==> src/include/spf_pkg.sv <==
// Constants for the shared pin function select block.
`default_nettype none
package spf_pkg;
  // Register byte offsets on the APB bus.
  localparam logic [7:0] OFF_PIN_SEL = 8'h00;
  localparam logic [7:0] OFF_CKOUT_SEL = 8'h04;
  localparam logic [7:0] OFF_GPIO_DIR = 8'h08;
  localparam logic [7:0] OFF_GPIO_OUT = 8'h0C;
  localparam logic [7:0] OFF_STATUS = 8'h10;
  localparam logic [7:0] OFF_CTRL = 8'h14;

  // Pin select register fields.
  localparam int PB7_FN_LSB = 0;
  localparam int PB4_FN_LSB = 2;
  localparam int PA7_PORT_BIT = 4;

  // Bit positions inside the direction, data, status and control registers.
  localparam int BIT_PB7 = 0;
  localparam int BIT_PB4 = 1;
  localparam int BIT_PA7 = 2;
  localparam int BIT_CAUSE_PIN = 3;
  localparam int BIT_CAUSE_WDOG = 4;
  localparam int BIT_CAUSE_SW = 5;
  localparam int BIT_SW_RESET = 0;

  // Function codes for port B bit 7.
  localparam logic [1:0] PB7_GPIO = 2'h0;
  localparam logic [1:0] PB7_SER = 2'h1;
  localparam logic [1:0] PB7_SCL = 2'h2;

  // Function codes for port B bit 4.
  localparam logic [1:0] PB4_GPIO = 2'h0;
  localparam logic [1:0] PB4_TMR0 = 2'h1;
  localparam logic [1:0] PB4_CKOUT = 2'h2;

  // Clock output source codes.
  localparam logic [1:0] CKOUT_OFF = 2'h0;
  localparam logic [1:0] CKOUT_MSTR = 2'h1;
  localparam logic [1:0] CKOUT_PBUS = 2'h2;
  localparam logic [1:0] CKOUT_OSC = 2'h3;

  // Reset values.
  localparam logic [1:0] PB7_FN_RST = PB7_GPIO;
  localparam logic [1:0] PB4_FN_RST = PB4_GPIO;
  localparam logic PA7_PORT_RST = 1'b0;
  localparam logic [1:0] CKOUT_SEL_RST = CKOUT_OFF;
  localparam logic [2:0] DIR_RST = 3'h0;
  localparam logic [2:0] DOUT_RST = 3'h7;

  // Internal clocks that pass after the last reset source clears.
  localparam int RST_HOLD_CYCLES = 32;
  localparam logic [5:0] RST_HOLD_LAST = 6'(RST_HOLD_CYCLES - 1);

  // Internal reset sequencer states, Gray coded along the path.
  typedef enum logic [1:0] {
    RS_ACTIVE = 2'b00,
    RS_COUNT = 2'b01,
    RS_RUN = 2'b11
  } spf_rst_state_t;
endpackage
`default_nettype wire

==> src/logic/spf_sync3.sv <==
// Three-stage pin synchroniser with an agreement filter.
`timescale 1ns/1ps
`default_nettype none
module spf_sync3 #(
  parameter logic RST_VAL = 1'b1
) (
  input wire logic clk,
  input wire logic rst_n,
  input wire logic d,
  output logic q
);
  logic s1_q;
  logic s2_q;
  logic s3_q;

  // The first stage feeds only the second; the level moves once stages two and three agree.
  always_ff @(posedge clk or negedge rst_n)
  begin
    if (!rst_n)
    begin
      s1_q <= RST_VAL;
      s2_q <= RST_VAL;
      s3_q <= RST_VAL;
      q <= RST_VAL;
    end
    else
    begin
      s1_q <= d;
      s2_q <= s1_q;
      s3_q <= s2_q;
      if (s2_q == s3_q)
        q <= s3_q;
    end
  end
endmodule
`default_nettype wire

==> src/logic/spf_top.sv <==
// Shared pin function select with APB registers and internal reset sequencing.
//
// Decided for this implementation: the register offsets and the APB register port.
`timescale 1ns/1ps
`default_nettype none
module spf_top (
  input wire logic pclk,
  input wire logic presetn,
  input wire logic psel,
  input wire logic penable,
  input wire logic pwrite,
  input wire logic [7:0] paddr,
  input wire logic [31:0] pwdata,
  output logic [31:0] prdata,
  output logic pready,
  output logic pslverr,
  input wire logic pa7_in,
  output logic pa7_out,
  output logic pa7_oe,
  input wire logic pb7_in,
  output logic pb7_out,
  output logic pb7_oe,
  input wire logic pb4_in,
  output logic pb4_out,
  output logic pb4_oe,
  input wire logic ser_txd,
  input wire logic ser_tx_en,
  input wire logic ser_single_wire,
  output logic ser_rxd,
  input wire logic i2c_scl_low,
  output logic i2c_scl_in,
  input wire logic tmr0_out,
  input wire logic tmr0_oe,
  output logic tmr0_in,
  input wire logic mstr_clk_lvl,
  input wire logic pbus_clk_lvl,
  input wire logic osc_clk_in,
  input wire logic watchdog_reset_source,
  output logic sys_rst_n
);
  logic [1:0] pb7_fn_q;
  logic [1:0] pb4_fn_q;
  logic pa7_port_q;
  logic [1:0] ckout_sel_q;
  logic [2:0] dir_q;
  logic [2:0] dout_q;
  logic [2:0] cause_q;
  logic sw_rst_q;
  logic [5:0] rst_cnt_q;
  logic [5:0] rst_cnt_d;
  spf_pkg::spf_rst_state_t rst_st_q;
  spf_pkg::spf_rst_state_t rst_st_d;
  logic pa7_lvl;
  logic pb7_lvl;
  logic pb4_lvl;
  logic osc_lvl;

  // Every pin level from outside passes the three-stage filter before use.
  spf_sync3 #(.RST_VAL(1'b1)) u_sync_pa7 (
    .clk(pclk),
    .rst_n(presetn),
    .d(pa7_in),
    .q(pa7_lvl)
  );
  spf_sync3 #(.RST_VAL(1'b1)) u_sync_pb7 (
    .clk(pclk),
    .rst_n(presetn),
    .d(pb7_in),
    .q(pb7_lvl)
  );
  spf_sync3 #(.RST_VAL(1'b1)) u_sync_pb4 (
    .clk(pclk),
    .rst_n(presetn),
    .d(pb4_in),
    .q(pb4_lvl)
  );
  spf_sync3 #(.RST_VAL(1'b0)) u_sync_osc (
    .clk(pclk),
    .rst_n(presetn),
    .d(osc_clk_in),
    .q(osc_lvl)
  );

  // APB phase and address decode; the slave answers with no wait state, ready in the first access cycle.
  wire apb_setup = psel & ~penable;
  wire apb_acc = psel & penable & pready;
  wire apb_wr = apb_acc & pwrite;
  wire sel_pin = (paddr == spf_pkg::OFF_PIN_SEL);
  wire sel_ckout = (paddr == spf_pkg::OFF_CKOUT_SEL);
  wire sel_dir = (paddr == spf_pkg::OFF_GPIO_DIR);
  wire sel_out = (paddr == spf_pkg::OFF_GPIO_OUT);
  wire sel_stat = (paddr == spf_pkg::OFF_STATUS);
  wire sel_ctrl = (paddr == spf_pkg::OFF_CTRL);
  wire addr_hit = sel_pin | sel_ckout | sel_dir | sel_out | sel_stat | sel_ctrl;

  // Read data selection; unmapped and write-only words read as zero.
  wire [31:0] rd_pin = {27'h0, pa7_port_q, pb4_fn_q, pb7_fn_q};
  wire [31:0] rd_ckout = {30'h0, ckout_sel_q};
  wire [31:0] rd_dir = {29'h0, dir_q};
  wire [31:0] rd_out = {29'h0, dout_q};
  wire [31:0] rd_stat = {26'h0, cause_q, pa7_lvl, pb4_lvl, pb7_lvl};
  wire [31:0] rd_word = sel_pin ? rd_pin :
                        sel_ckout ? rd_ckout :
                        sel_dir ? rd_dir :
                        sel_out ? rd_out :
                        sel_stat ? rd_stat : 32'h0;

  // Answer registers: ready, data and error are set up during the setup phase.
  always_ff @(posedge pclk or negedge presetn)
  begin
    if (!presetn)
    begin
      pready <= 1'b0;
      prdata <= 32'h0;
      pslverr <= 1'b0;
    end
    else
    begin
      pready <= apb_setup;
      prdata <= (apb_setup & ~pwrite) ? rd_word : 32'h0;
      pslverr <= apb_setup & ~addr_hit;
    end
  end

  // Write strobes for each register.
  wire wr_pin = apb_wr & sel_pin;
  wire wr_ckout = apb_wr & sel_ckout;
  wire wr_dir = apb_wr & sel_dir;
  wire wr_out = apb_wr & sel_out;
  wire wr_stat = apb_wr & sel_stat;
  wire wr_swrst = apb_wr & sel_ctrl & pwdata[spf_pkg::BIT_SW_RESET];

  // Configuration returns to defaults while the internal reset is active.
  always_ff @(posedge pclk or negedge presetn)
  begin
    if (!presetn)
    begin
      pb7_fn_q <= spf_pkg::PB7_FN_RST;
      pb4_fn_q <= spf_pkg::PB4_FN_RST;
      pa7_port_q <= spf_pkg::PA7_PORT_RST;
      ckout_sel_q <= spf_pkg::CKOUT_SEL_RST;
      dir_q <= spf_pkg::DIR_RST;
      dout_q <= spf_pkg::DOUT_RST;
    end
    else if (!sys_rst_n)
    begin
      pb7_fn_q <= spf_pkg::PB7_FN_RST;
      pb4_fn_q <= spf_pkg::PB4_FN_RST;
      pa7_port_q <= spf_pkg::PA7_PORT_RST;
      ckout_sel_q <= spf_pkg::CKOUT_SEL_RST;
      dir_q <= spf_pkg::DIR_RST;
      dout_q <= spf_pkg::DOUT_RST;
    end
    else
    begin
      if (wr_pin)
      begin
        pb7_fn_q <= pwdata[spf_pkg::PB7_FN_LSB +: 2];
        pb4_fn_q <= pwdata[spf_pkg::PB4_FN_LSB +: 2];
        pa7_port_q <= pwdata[spf_pkg::PA7_PORT_BIT];
      end
      if (wr_ckout)
        ckout_sel_q <= pwdata[1:0];
      if (wr_dir)
        dir_q <= pwdata[2:0];
      if (wr_out)
        dout_q <= pwdata[2:0];
    end
  end

  // Reset sources; the pin counts only while it carries its reset function.
  wire pin_rst = ~pa7_lvl & ~pa7_port_q;
  wire rst_src = pin_rst | watchdog_reset_source | sw_rst_q;
  wire [2:0] cause_set = {sw_rst_q, watchdog_reset_source, pin_rst};
  wire [2:0] cause_clr = wr_stat ? pwdata[spf_pkg::BIT_CAUSE_SW:spf_pkg::BIT_CAUSE_PIN] : 3'h0;

  // Software reset pulse and sticky reset causes; a new cause beats a clear.
  always_ff @(posedge pclk or negedge presetn)
  begin
    if (!presetn)
    begin
      sw_rst_q <= 1'b0;
      cause_q <= 3'h0;
    end
    else
    begin
      sw_rst_q <= wr_swrst;
      cause_q <= (cause_q & ~cause_clr) | cause_set;
    end
  end

  // Sequencer holds reset until the sources clear, then counts a fixed delay.
  always_comb
  begin
    rst_st_d = rst_st_q;
    rst_cnt_d = rst_cnt_q;
    unique case (rst_st_q)
      spf_pkg::RS_ACTIVE:
      begin
        rst_cnt_d = 6'h0;
        if (!rst_src)
          rst_st_d = spf_pkg::RS_COUNT;
      end
      spf_pkg::RS_COUNT:
      begin
        if (rst_src)
        begin
          rst_st_d = spf_pkg::RS_ACTIVE;
          rst_cnt_d = 6'h0;
        end
        else if (rst_cnt_q == spf_pkg::RST_HOLD_LAST)
          rst_st_d = spf_pkg::RS_RUN;
        else
          rst_cnt_d = rst_cnt_q + 6'h1;
      end
      spf_pkg::RS_RUN:
      begin
        if (rst_src)
          rst_st_d = spf_pkg::RS_ACTIVE;
      end
      default:
      begin
        rst_st_d = spf_pkg::RS_ACTIVE;
        rst_cnt_d = 6'h0;
      end
    endcase
  end

  // Internal reset leaves on a clock edge, so release is synchronous.
  always_ff @(posedge pclk or negedge presetn)
  begin
    if (!presetn)
    begin
      rst_st_q <= spf_pkg::RS_ACTIVE;
      rst_cnt_q <= 6'h0;
      sys_rst_n <= 1'b0;
    end
    else
    begin
      rst_st_q <= rst_st_d;
      rst_cnt_q <= rst_cnt_d;
      sys_rst_n <= (rst_st_d == spf_pkg::RS_RUN);
    end
  end

  // Clock output source selection.
  wire ckout_lvl = (ckout_sel_q == spf_pkg::CKOUT_MSTR) ? mstr_clk_lvl :
                   (ckout_sel_q == spf_pkg::CKOUT_PBUS) ? pbus_clk_lvl :
                   (ckout_sel_q == spf_pkg::CKOUT_OSC) ? osc_lvl : 1'b0;

  // Port B bit 7: exactly one owner of enable and data; codes 0 and 3 mean GPIO.
  wire pb7_is_ser = (pb7_fn_q == spf_pkg::PB7_SER);
  wire pb7_is_scl = (pb7_fn_q == spf_pkg::PB7_SCL);
  wire ser_oe = ser_single_wire ? ser_tx_en : 1'b1;
  wire pb7_oe_d = pb7_is_ser ? ser_oe :
                  pb7_is_scl ? i2c_scl_low : dir_q[spf_pkg::BIT_PB7];
  wire pb7_out_d = pb7_is_ser ? ser_txd :
                   pb7_is_scl ? 1'b0 : dout_q[spf_pkg::BIT_PB7];

  // Port B bit 4: timer channel zero, clock output or GPIO.
  wire pb4_is_tmr = (pb4_fn_q == spf_pkg::PB4_TMR0);
  wire pb4_is_ckout = (pb4_fn_q == spf_pkg::PB4_CKOUT);
  wire pb4_oe_d = pb4_is_tmr ? tmr0_oe :
                  pb4_is_ckout ? 1'b1 : dir_q[spf_pkg::BIT_PB4];
  wire pb4_out_d = pb4_is_tmr ? tmr0_out :
                   pb4_is_ckout ? ckout_lvl : dout_q[spf_pkg::BIT_PB4];

  // Port A bit 7 only pulls low, and only in port mode.
  wire pa7_oe_d = pa7_port_q & dir_q[spf_pkg::BIT_PA7] & ~dout_q[spf_pkg::BIT_PA7];

  // Peripheral inputs see the pin only when their function owns it.
  wire ser_rxd_d = (pb7_is_ser & ser_single_wire) ? pb7_lvl : 1'b1;
  wire scl_in_d = pb7_is_scl ? pb7_lvl : 1'b1;
  wire tmr0_in_d = pb4_is_tmr ? pb4_lvl : 1'b0;

  // Pin drives and peripheral inputs are registered; pins float during presetn and from the second cycle of internal reset.
  always_ff @(posedge pclk or negedge presetn)
  begin
    if (!presetn)
    begin
      pb7_oe <= 1'b0;
      pb7_out <= 1'b0;
      pb4_oe <= 1'b0;
      pb4_out <= 1'b0;
      pa7_oe <= 1'b0;
      pa7_out <= 1'b0;
      ser_rxd <= 1'b1;
      i2c_scl_in <= 1'b1;
      tmr0_in <= 1'b0;
    end
    else
    begin
      pb7_oe <= pb7_oe_d & sys_rst_n;
      pb7_out <= pb7_out_d;
      pb4_oe <= pb4_oe_d & sys_rst_n;
      pb4_out <= pb4_out_d;
      pa7_oe <= pa7_oe_d & sys_rst_n;
      pa7_out <= 1'b0;
      ser_rxd <= ser_rxd_d;
      i2c_scl_in <= scl_in_d;
      tmr0_in <= tmr0_in_d;
    end
  end
endmodule
`default_nettype wire

==> config.mk <==
export PLATFORM = sky130hd
export DESIGN_NAME = spf_top
export DESIGN_NICKNAME = d
export VERILOG_FILES = /design/src/include/spf_pkg.sv /design/src/logic/spf_sync3.sv /design/src/logic/spf_top.sv
export SDC_FILE = /design/constraint.sdc
export NUM_CORES = 1
export LEC_CHECK = 0
export ABC_AREA = 1
export BUFFER_PORTS_ARGS = -buffer_cell sky130_fd_sc_hd__buf_2
export CORE_ASPECT_RATIO = 1.2
export CORE_MARGIN = 5
export CORE_UTILIZATION = 49
export DETAILED_ROUTE_END_ITERATION = 8
export PLACE_DENSITY = 0.75
export SETUP_SLACK_MARGIN = 0.5
export SYNTH_ARGS = -nofsm -noshare
export SYNTH_HDL_FRONTEND = slang
export SYNTH_SLANG_ARGS = --single-unit
==> constraint.sdc <==
create_clock -name pclk -period 1.5 [get_ports pclk]
set_input_delay 0.15 -clock pclk [delete_from_list [all_inputs] [get_ports pclk]]
set_output_delay 0.15 -clock pclk [all_outputs]
set_load 0.03 [all_outputs]
==> results.yml, run 1 <==
die:
  coreArea_mm2: 0.005630
  die_h_um: 92.92
  io_pins: 102
  initial_core_util_pct: 49.87
  row_count: 30
  die_x_um: 79.10
  die-area_mm2: 0.007350
final_layout:
  num_antenna_cells: 0
  finalCoreUtilization_pct: 67.07
  drive_gt1_share_pct: 43.32
  syn_to_final_growth_pct: 34.49
  final_nets: 451
cts:
  cts_tree: "done"
  clock_path_buffers: 2
  cts_made_buffers: 9
  cts_root_buf: "clkbuf_8"
  ctsHtreeMaxLevel: 3
  cts.sinks: 58
  worstSkewPairLatency_ns: 0.33
  path_clk_slew_ns: 0.07
critical_path:
  reg2reg_from: "u_sync_pa7.q"
  crit_fanout: 5
  cp.required_ns: 1.71
  cp_num_cells: 7
  critPathArrivalTime_ns: 1.56
  cp_common_cell: "nor2_4"
  critical-path-slowest-cell: "dfstp_2"
  cp_top_family: "flip-flops"
  slowest_delay_ns: 0.56
  path_class: "reg -> reg"
  reg2regPathDepth: 7
  crit_path_end_kind: "register"
  reg2reg_to: "rst_cnt_q[5]"
  crit_chain: "inv_2 > a21oi_4 > nand2_2 > nor2_4 > nor2_4 > nand2_1 > o21ai_1"
  start_kind: "register"
  crit_end: "rst_cnt_q[5]"
  path_buf_inv: 1
  ff2ff_setup_slack_ns: 0.15
  crit_path_start: "u_sync_pa7.q"
hold_path:
  min_path_type: "in -> reg"
  worstHoldStart: "penable"
global_routing:
  grt_usage_pct: 17.06
  grt_pass1_wl_mm: 9.798
  overflow: 0
  grt_pass1_vias: 2166
  grt_max_degree: 59
  antenna_found_initial: 0
placement:
  hpwl_mm: 4.210
  place_congestion: 0.8488
  portBuffers: 48
route:
  first_iter_violations: 94
  detail-route-antenna-nets: 0
  wl_mm: 6.186
  drt_pass1_iterations: 4
  vias_per_cell: 4.816
  num_vias: 2220
  wl_per_cell_um: 13.42
  drc: 0
logic_synthesis:
  syn_inst: 311
  ys_types: 31
  syn_area_mm2: 0.002808
  synth_area_per_cell_um2: 9.028
  yosysWarningCount: 0
  synth.ff_latch_count: 58
  yosysSeqAreaShare_pct: 52.45
sta:
  max_freq_ghz: 0.7423
  tns_ns: 0
  finalHoldViolations: 0
  period_share_pct: 89.82
  finalSetupViolCount: 0
  final_max_slew_viol_count: 0
  rsz0062_at_grt: "true"
  hold_ws_ns: 0.02313
  finClkSkew_ns: 0.008829
  fin_crit_ns: 1.347
power_and_ir_drop:
  powerDensity_mw_per_mm2: 907.8
  leakagePower_nw: 1.770
  ir_drop_uv: 605.2
status:
  outcome: "completed"
run:
  cap_viol_max_count: 0
## area by class of cell
class / instances / area (um^2)
multi-input cells: 206 / 1261
fillers: 438 / 1854
clock buffers: 12 / 155.1
inverters: 44 / 165.2
clock inverters: 4 / 50.05
flip-flops and latches: 58 / 1476
well taps: 64 / 80.08
repair buffers: 73 / 588.1
## where the power goes
part	leakage (nW)	switching, mW	internal (mW)
sequential	0.708	0.0223	1.62
clock	0.0986	0.617	0.856
combinational	0.963	0.223	0.0948
total	1.77	0.863	2.57
## flip-flops by register name, summed over array words and instances (netlist names), 2 cells and up
name / flops
dout_q: 3
pb7_fn_q: 2
rst_st_q: 2
rst_cnt_q: 6
cause_q: 3
dir_q: 3
pb4_fn_q: 2
ckout_sel_q: 2
prdata: 6
## per-layer routing
layer,vias to the layer above,share of wire [%],track usage (%),wire (um)
met1,1035,39,19.76,2428
met4,0,2.4,6.877,150
met2,68,52,29.56,3219
met3,17,6.3,4.669,388
met5,-,0,0,0
li1,1100,-,-,-
## stage by stage
stage	power [mW]	worst slack, ns	std cells	area (um^2)
floorplan	1.883	0.2715	337	2952
global placement	1.932	0.1532	423	3088
detailed placement	1.940	0.1143	423	3088
CTS	3.425	0.1341	454	3560
global route	3.549	0.08863	461	3776
finish	3.428	0.1528	461	3776
## worst min path at each step
stage / endpoint / cells past startpoint
2_1_floorplan: cause_q[0] / 0
3_3_place_gp: pb4_oe / 2
3_5_place_dp: pb4_oe / 2
4_1_cts: pready / 2
5_1_grt: pready / 2
6_report: pready / 2
## worst register-to-register path, delay by kind of cell, from the launching register on
family / cells / cell delay, ns
flops: 1 / 0.56
simple gates: 4 / 0.41
buf+inv: 1 / 0.06
compound gates: 2 / 0.21
## cell usage after synthesis
cell type  count  area share (%)
nand2_2        5             1.1
conb_1         1            0.13
nor3b_1        1            0.27
buf_4         27             7.2
o22ai_1        2            0.45
buf_6          1            0.40
inv_1         33             4.4
o21ai_2        1            0.31
nor2_2         5             1.1
o21ai_1       21             3.7
dfstp_2       17              16
o211ai_1       1            0.27
nand2_4        3             1.2
or2_2          1            0.22
nor2_8         1            0.71
xor2_1         1            0.31
nor2_1        24             3.2
o21ai_0       11             2.0
buf_2          1            0.18
ha_1           1            0.45
maj3_1         4             1.4
dfrtp_1       41              37
nand2_1       49             6.6
nor2_4         4             1.6
a21oi_2        1            0.31
a21oi_1        5            0.89
nand3_1       30             5.3
nand4_1        3            0.67
nand3_2        4             1.4
inv_2         11             1.5
nor3_1         1            0.18
## cell families after synthesis
kind of cell | after synthesis | synth area share, %
compound gates | 42 | 7.932
other cells | 1 | 0.1336
fa+ha+maj | 5 | 1.872
xor+xnor | 1 | 0.3120
flops | 58 | 52.45
simple gates | 131 | 23.62
buf+inv | 73 | 13.68
## placed cells by master, fill, tap and decap left out, drive strengths merged
cell type / synthesis / layout
nand3: 34 / 34
xor2: 1 / 1
inv: 44 / 44
nand4: 3 / 3
a21oi: 6 / 6
dfrtp: 41 / 41
nand2: 57 / 57
ha: 1 / 1
bufinv: 0 / 1
maj3: 4 / 4
conb: 1 / 27
o21ai: 33 / 33
clkbuf: 0 / 12
nor3: 1 / 1
nor2: 34 / 34
dfstp: 17 / 17
nor3b: 1 / 1
clkinvlp: 0 / 2
dlygate4sd3: 0 / 6
or2: 1 / 1
o211ai: 1 / 1
buf: 29 / 67
clkinv: 0 / 1
o22ai: 2 / 2
## repair_timing
item	4_1_cts	5_1_grt
setup endpoints to repair	45	48
gates cloned	0	0
resized for setup	44	38
pin swaps	4	11
setup buffers	9	7
hold buffers	6	0
endpoints found under the hold margin	46	0
(Power assumes the default switching activity.)
==> run 2, diff against run 1 <==
- ABC_AREA: 1 -> unset
- PLACE_DENSITY: 0.75 -> 0.76
==> run 2 against run 1 <==
Effect of this change:
- the flow now finishes with violations (setup timing)
- via count is 0.99% lower
- utilization is 5.0 points higher
- critical path depth is 3 lower
- largest cell class unchanged
- largest power group unchanged
==> results.yml, run 2 <==
critical_path:
  path_class: "reg -> reg"
  critPathArrivalTime_ns: 1.79
  cp.required_ns: 1.75
  start_kind: "register"
  crit_fanout: 2
  crit_path_end_kind: "register"
logic_synthesis:
  synthTopCellsByCount: "41 x dfrtp_1, 27 x buf_4, 21 x nand2_1"
  yosysWarningCount: 0
  synth_top_cell_by_area: "dfrtp_1"
  syn_inst: 248
  async_reset_ff_share_pct: 100.0
  yosysSeqAreaShare_pct: 55.34
  yosys.cell_count.top_type: "dfrtp_1"
  synth_edf_count: 0
  ys.flop_type: "dfrtp_1"
  synthTopCellsByArea: "dfrtp_1 39%, dfstp_2 17%, buf_4 7.6%"
  synth.ff_latch_count: 58
  synth_area_per_cell_um2: 10.73
  netlist.area_leader.share_pct: 38.55
  syn_area_mm2: 0.002661
  ys_types: 43
route:
  first_iter_violations: 194
  wl_per_cell_um: 15.85
  drt_pass1_iterations: 4
  drc: 0
  num_vias: 2198
  detail-route-antenna-nets: 0
  wl_mm: 6.484
  vias_per_cell: 5.374
final_layout:
  num_antenna_cells: 0
  layoutNonFillerInstCount: 409
  layout_common_cells: "38 x dfrtp_1, 33 x buf_6, 30 x buf_2, 27 x conb_1, 22 x buf_4"
  drive_gt1_share_pct: 48.41
  reg.largest.list: "prdata: 6 flops, rst_cnt_q: 6 flops"
  mostFrequentLayoutCell: "dfrtp_1"
  syn_to_final_growth_pct: 43.39
  final_area_mm2: 0.003816
  final_nets: 401
status:
  violations: "setup timing"
  outcome: "complete, but fails checks"
cts:
  cts_root_buf: "clkbuf_8"
  cts_made_buffers: 9
  worstSkewPairLatency_ns: 0.33
  cts_tree: "done"
  clock_path_buffers: 2
  path_clk_slew_ns: 0.07
  ctsHtreeMaxLevel: 3
  cts.sinks: 58
global_routing:
  grt_pass1_wl_mm: 10.44
  overflow: 0
  grt_max_degree: 59
  grt_pass1_vias: 2151
  antenna_found_initial: 0
  grt_usage_pct: 18.70
die:
  io_pins: 102
  row_count: 29
  die_h_um: 90.73
  initial_core_util_pct: 50.24
  die-area_mm2: 0.007011
  coreArea_mm2: 0.005298
  die_x_um: 77.28
sta:
  finalSetupViolCount: 1
  final_max_slew_viol_count: 0
  rsz0062_at_grt: "true"
  max_freq_ghz: 0.6493
  tns_ns: -0.04010
  finalHoldViolations: 0
  period_share_pct: 102.7
  finClkSkew_ns: 0.006596
  fin_crit_ns: 1.540
  worst_slack_ns: -0.04010
placement:
  portBuffers: 48
  place_congestion: 0.8041
  dp_cells: 372
  dp_slack_ns: -0.2066
  placed_area_mm2: 0.003113
  hpwl_mm: 4.113
run:
  cap_viol_max_count: 0
power_and_ir_drop:
  powerDensity_mw_per_mm2: 869.4
  finalPower_mw: 3.318
  ir_drop_uv: 802.7
  leakagePower_nw: 1.686
hold_path:
  min_path_type: "in -> reg"
run 2: cell types whose count changed in the layout (fill, tap and decap cells not counted), sizes merged, moves of 4 or more:
cell | before | now
nand3 | 34 | 17
inv | 44 | 5
buf | 67 | 88
nor2 | 34 | 13
a22oi | 0 | 4
and4b | 0 | 4
nand2 | 57 | 21
a31oi | 0 | 4
o21ai | 33 | 13
or3 | 0 | 4
nor3 | 1 | 10
mux2i | 0 | 12
run 2: final cells by class:
cell class / instances / area, um^2
repair buffers: 93 / 787.0
fillers: 366 / 1481
multi-input cells: 175 / 1274
inverters: 5 / 18.77
clock buffers: 14 / 172.7
well taps: 62 / 77.57
clock inverters: 2 / 10.01
flip-flops and latches: 58 / 1476
run 2: repair_timing:
item	4_1_cts	5_1_grt
resized for setup	71	19
setup buffers	12	4
endpoints found under the hold margin	45	0
pin swaps	15	7
hold buffers	5	0
gates cloned	0	0
endpoints found under the setup margin	53	53
run 2: path summary, 6_finish.rpt:
check                      slack (ns)  cells past startpoint               to       startpoint
max reg2reg                     -0.04                      4     rst_cnt_q[3]     u_sync_pa7.q
max in group asynchronous        0.83                      3        dout_q[2]          presetn
min in group asynchronous        0.35                      3          pb7_out          presetn
min reg2reg                      0.35                      0  u_sync_osc.s2_q  u_sync_osc.s1_q
max                             -0.04                      4     rst_cnt_q[3]     u_sync_pa7.q
min                              0.03                      2           pready          penable
run 2: critical path, stage by stage, from the launching register on:
cell	delay [ns]
dfstp_2	0.53
nor2_2	0.04
or3_4	0.33
or4_4	0.41
a31oi_1	0.15
run 2: where the power goes:
group,switching [mW],internal [mW]
sequential,0.0208,1.62
clock,0.585,0.730
combinational,0.226,0.140
run 2: metrics by stage:
stage | hold slack [ns] | utilization (%)
after global routing | 0.02827 | 72.04
after detailed placement | 0.1857 | 58.76
final | 0.02678 | 72.04
after CTS | 0.01550 | 70.12
after floorplan | -0.1456 | -
after global placement | 0.1706 | 58.76
run 2: cells by family after synthesis:
group	Yosys count	synth area share [%]
DFF	58	55.34
muxes	13	4.937
buffers and inverters	41	9.685
AOI/OAI and AO/OA	41	9.732
other	1	0.1409
and+or+nand+nor	89	18.20
adders and majority gates	5	1.975
run 2: layer usage:
layer  GRT usage (%)  routed length, um
met1           23.32               2660
met5               0                  0
met2           29.14               3238
met4           9.026                142
met3           5.888                443
==> run 3, diff against run 2 <==
- SYNTH_HIERARCHICAL: unset -> 1
==> run 3 against run 2 <==
Effect of this change:
- combinational power increased by 6.6%
- first-iteration DRC count increased by 6.7%
- sequential power about the same
- largest cell class unchanged
- the flow still finishes with violations (setup timing)
- global-route usage increased by 1.8 points
- critical path type unchanged
- via count increased by 4.3%
==> results.yml, run 3 <==
final_layout:
  layout_common_cells: "37 x dfrtp_1, 35 x buf_6, 29 x buf_2, 27 x conb_1, 26 x buf_4"
  num_antenna_cells: 0
  final_area_mm2: 0.003887
  syn_to_final_growth_pct: 46.01
  drive_gt1_share_pct: 49.29
  mostFrequentLayoutCell: "dfrtp_1"
  reg.largest.list: "prdata: 6 flops, rst_cnt_q: 6 flops"
  layoutNonFillerInstCount: 415
  final_nets: 407
global_routing:
  antenna_found_initial: 0
  overflow: 0
  grt_max_degree: 59
  grt_usage_pct: 20.48
  grt_pass1_wl_mm: 11.44
  grt_pass1_vias: 2354
sta:
  final_max_slew_viol_count: 0
  fin_crit_ns: 1.670
  tns_ns: -0.4167
  period_share_pct: 111.4
  max_freq_ghz: 0.5986
  finalHoldViolations: 0
  finClkSkew_ns: 0.01398
  rsz0062_at_grt: "true"
  slew_headroom_pct: 55.98
  worst_slack_ns: -0.1704
  tightest_slew_ns: 0.6548
  finalSetupViolCount: 5
cts:
  worstSkewPairLatency_ns: 0.33
  ctsHtreeMaxLevel: 3
  cts.sinks: 58
  clock_path_buffers: 2
  path_clk_slew_ns: 0.07
  cts_root_buf: "clkbuf_8"
  cts_tree: "done"
  cts_made_buffers: 9
logic_synthesis:
  synth_top_cell_by_area: "dfrtp_1"
  ys.flop_type: "dfrtp_1"
  synth_edf_count: 0
  syn_area_mm2: 0.002663
  syn_inst: 249
  synthTopCellsByArea: "dfrtp_1 39%, dfstp_2 17%, buf_4 7.6%"
  yosysWarningCount: 6
  netlist.area_leader.share_pct: 38.53
  async_reset_ff_share_pct: 100.0
  ys_types: 39
  synthTopCellsByCount: "41 x dfrtp_1, 27 x buf_4, 26 x nand2_1"
  yosys.cell_count.top_type: "dfrtp_1"
  synth.ff_latch_count: 58
  yosysSeqAreaShare_pct: 55.31
  synth_area_per_cell_um2: 10.69
hold_path:
  min_path_type: "in -> reg"
  worstHoldStart: "pwdata[1]"
critical_path:
  crit_fanout: 3
  start_kind: "register"
  cp.required_ns: 1.74
  crit_path_end_kind: "register"
  critPathArrivalTime_ns: 1.91
  reg2reg_from: "u_sync_pa7/q"
  crit_path_start: "u_sync_pa7/q"
  path_class: "reg -> reg"
placement:
  dp_cells: 368
  dp_slack_ns: -0.3748
  place_congestion: 0.7924
  placed_area_mm2: 0.003123
  portBuffers: 48
  hpwl_mm: 4.171
die:
  coreArea_mm2: 0.005298
  die_x_um: 77.29
  die-area_mm2: 0.007014
  initial_core_util_pct: 50.26
  die_h_um: 90.75
  io_pins: 102
  row_count: 29
route:
  wl_mm: 7.362
  num_vias: 2292
  vias_per_cell: 5.523
  drc: 0
  drt_pass1_iterations: 5
  first_iter_violations: 207
  wl_per_cell_um: 17.74
  detail-route-antenna-nets: 0
power_and_ir_drop:
  leakagePower_nw: 1.734
  powerDensity_mw_per_mm2: 880.0
  ir_drop_uv: 650.2
status:
  outcome: "complete, but fails checks"
  violations: "setup timing"
run:
  cap_viol_max_count: 0
==> run 3: area by class of cell <==
cell class	instances	area, um^2
Sequential cell	58	1480
Clock inverter	3	40.04
Inverter	7	26.28
Clock buffer	13	148.9
Fill cell	339	1410
Multi-Input combinational cell	175	1290
Tap cell	62	77.57
Timing Repair Buffer	97	824.5
==> run 3: metal layers <==
| layer | global-route usage (%) | wire [um] |
|---|---|---|
| met5 | 0 | 0 |
| met4 | 8.596 | 128 |
| met3 | 5.788 | 392 |
| met2 | 35.25 | 4130 |
| met1 | 23.50 | 2710 |
==> run 3: power breakdown <==
part / internal (mW) / total, mW / switching (mW) / leakage (nW)
combinational: 0.144 / 0.390 / 0.246 / 0.925
sequential: 1.62 / 1.64 / 0.0220 / 0.712
clock: 0.809 / 1.39 / 0.585 / 0.0974
total: 2.57 / 3.42 / 0.853 / 1.73
==> run 3: metrics by stage <==
step                power [mW]  hold slack [ns]  utilization (%)
floorplan                1.886          -0.1456                -
global placement         1.966           0.1741            58.95
detailed placement       1.972           0.1790            58.95
CTS                      3.410          0.04978            70.90
global route             3.547          0.07202            73.38
finish                   3.421          0.06259            73.38
==> run 3: critical path: stages (launching register included) <==
cell and delay, ns:
dfstp_2 0.54, nor2_2 0.06, or3_4 0.34, or4_1 0.43, a31oi_1 0.22
==> run 3: kinds of logic (layout without fill, tap and decap cells) <==
| logic type | count (synthesis) | in the layout | synth area share [%] |
|---|---|---|---|
| simple gates | 88 | 89 | 17.20 |
| other cells | 1 | 27 | 0.1408 |
| compound gates | 35 | 35 | 8.130 |
| fa+ha+maj | 5 | 5 | 2.161 |
| buf+inv | 43 | 120 | 9.868 |
| mux | 19 | 19 | 7.190 |
| flops | 58 | 58 | 55.31 |
==> run 3: worst paths after layout <==
check                                  end  slack, ns  depth (start not counted)
max reg2reg                   rst_cnt_q[0]      -0.17                          4
min in group asynchronous      pb7_fn_q[1]       0.34                          3
max                           rst_cnt_q[0]      -0.17                          4
max in group asynchronous  u_sync_pb4/s3_q       0.84                          3
min reg2reg                u_sync_osc/s2_q       0.35                          0
min                              dout_q[1]       0.06                          3
==> run 3: what timing repair did <==
item | 4_1_cts | 5_1_grt
endpoints found under the hold margin | 45 | 0
endpoints found under the setup margin | 54 | 53
gates cloned | 1 | 0
gates resized for setup | 69 | 16
hold buffers | 5 | 0
pin swaps | 17 | 15
setup buffers | 16 | 9
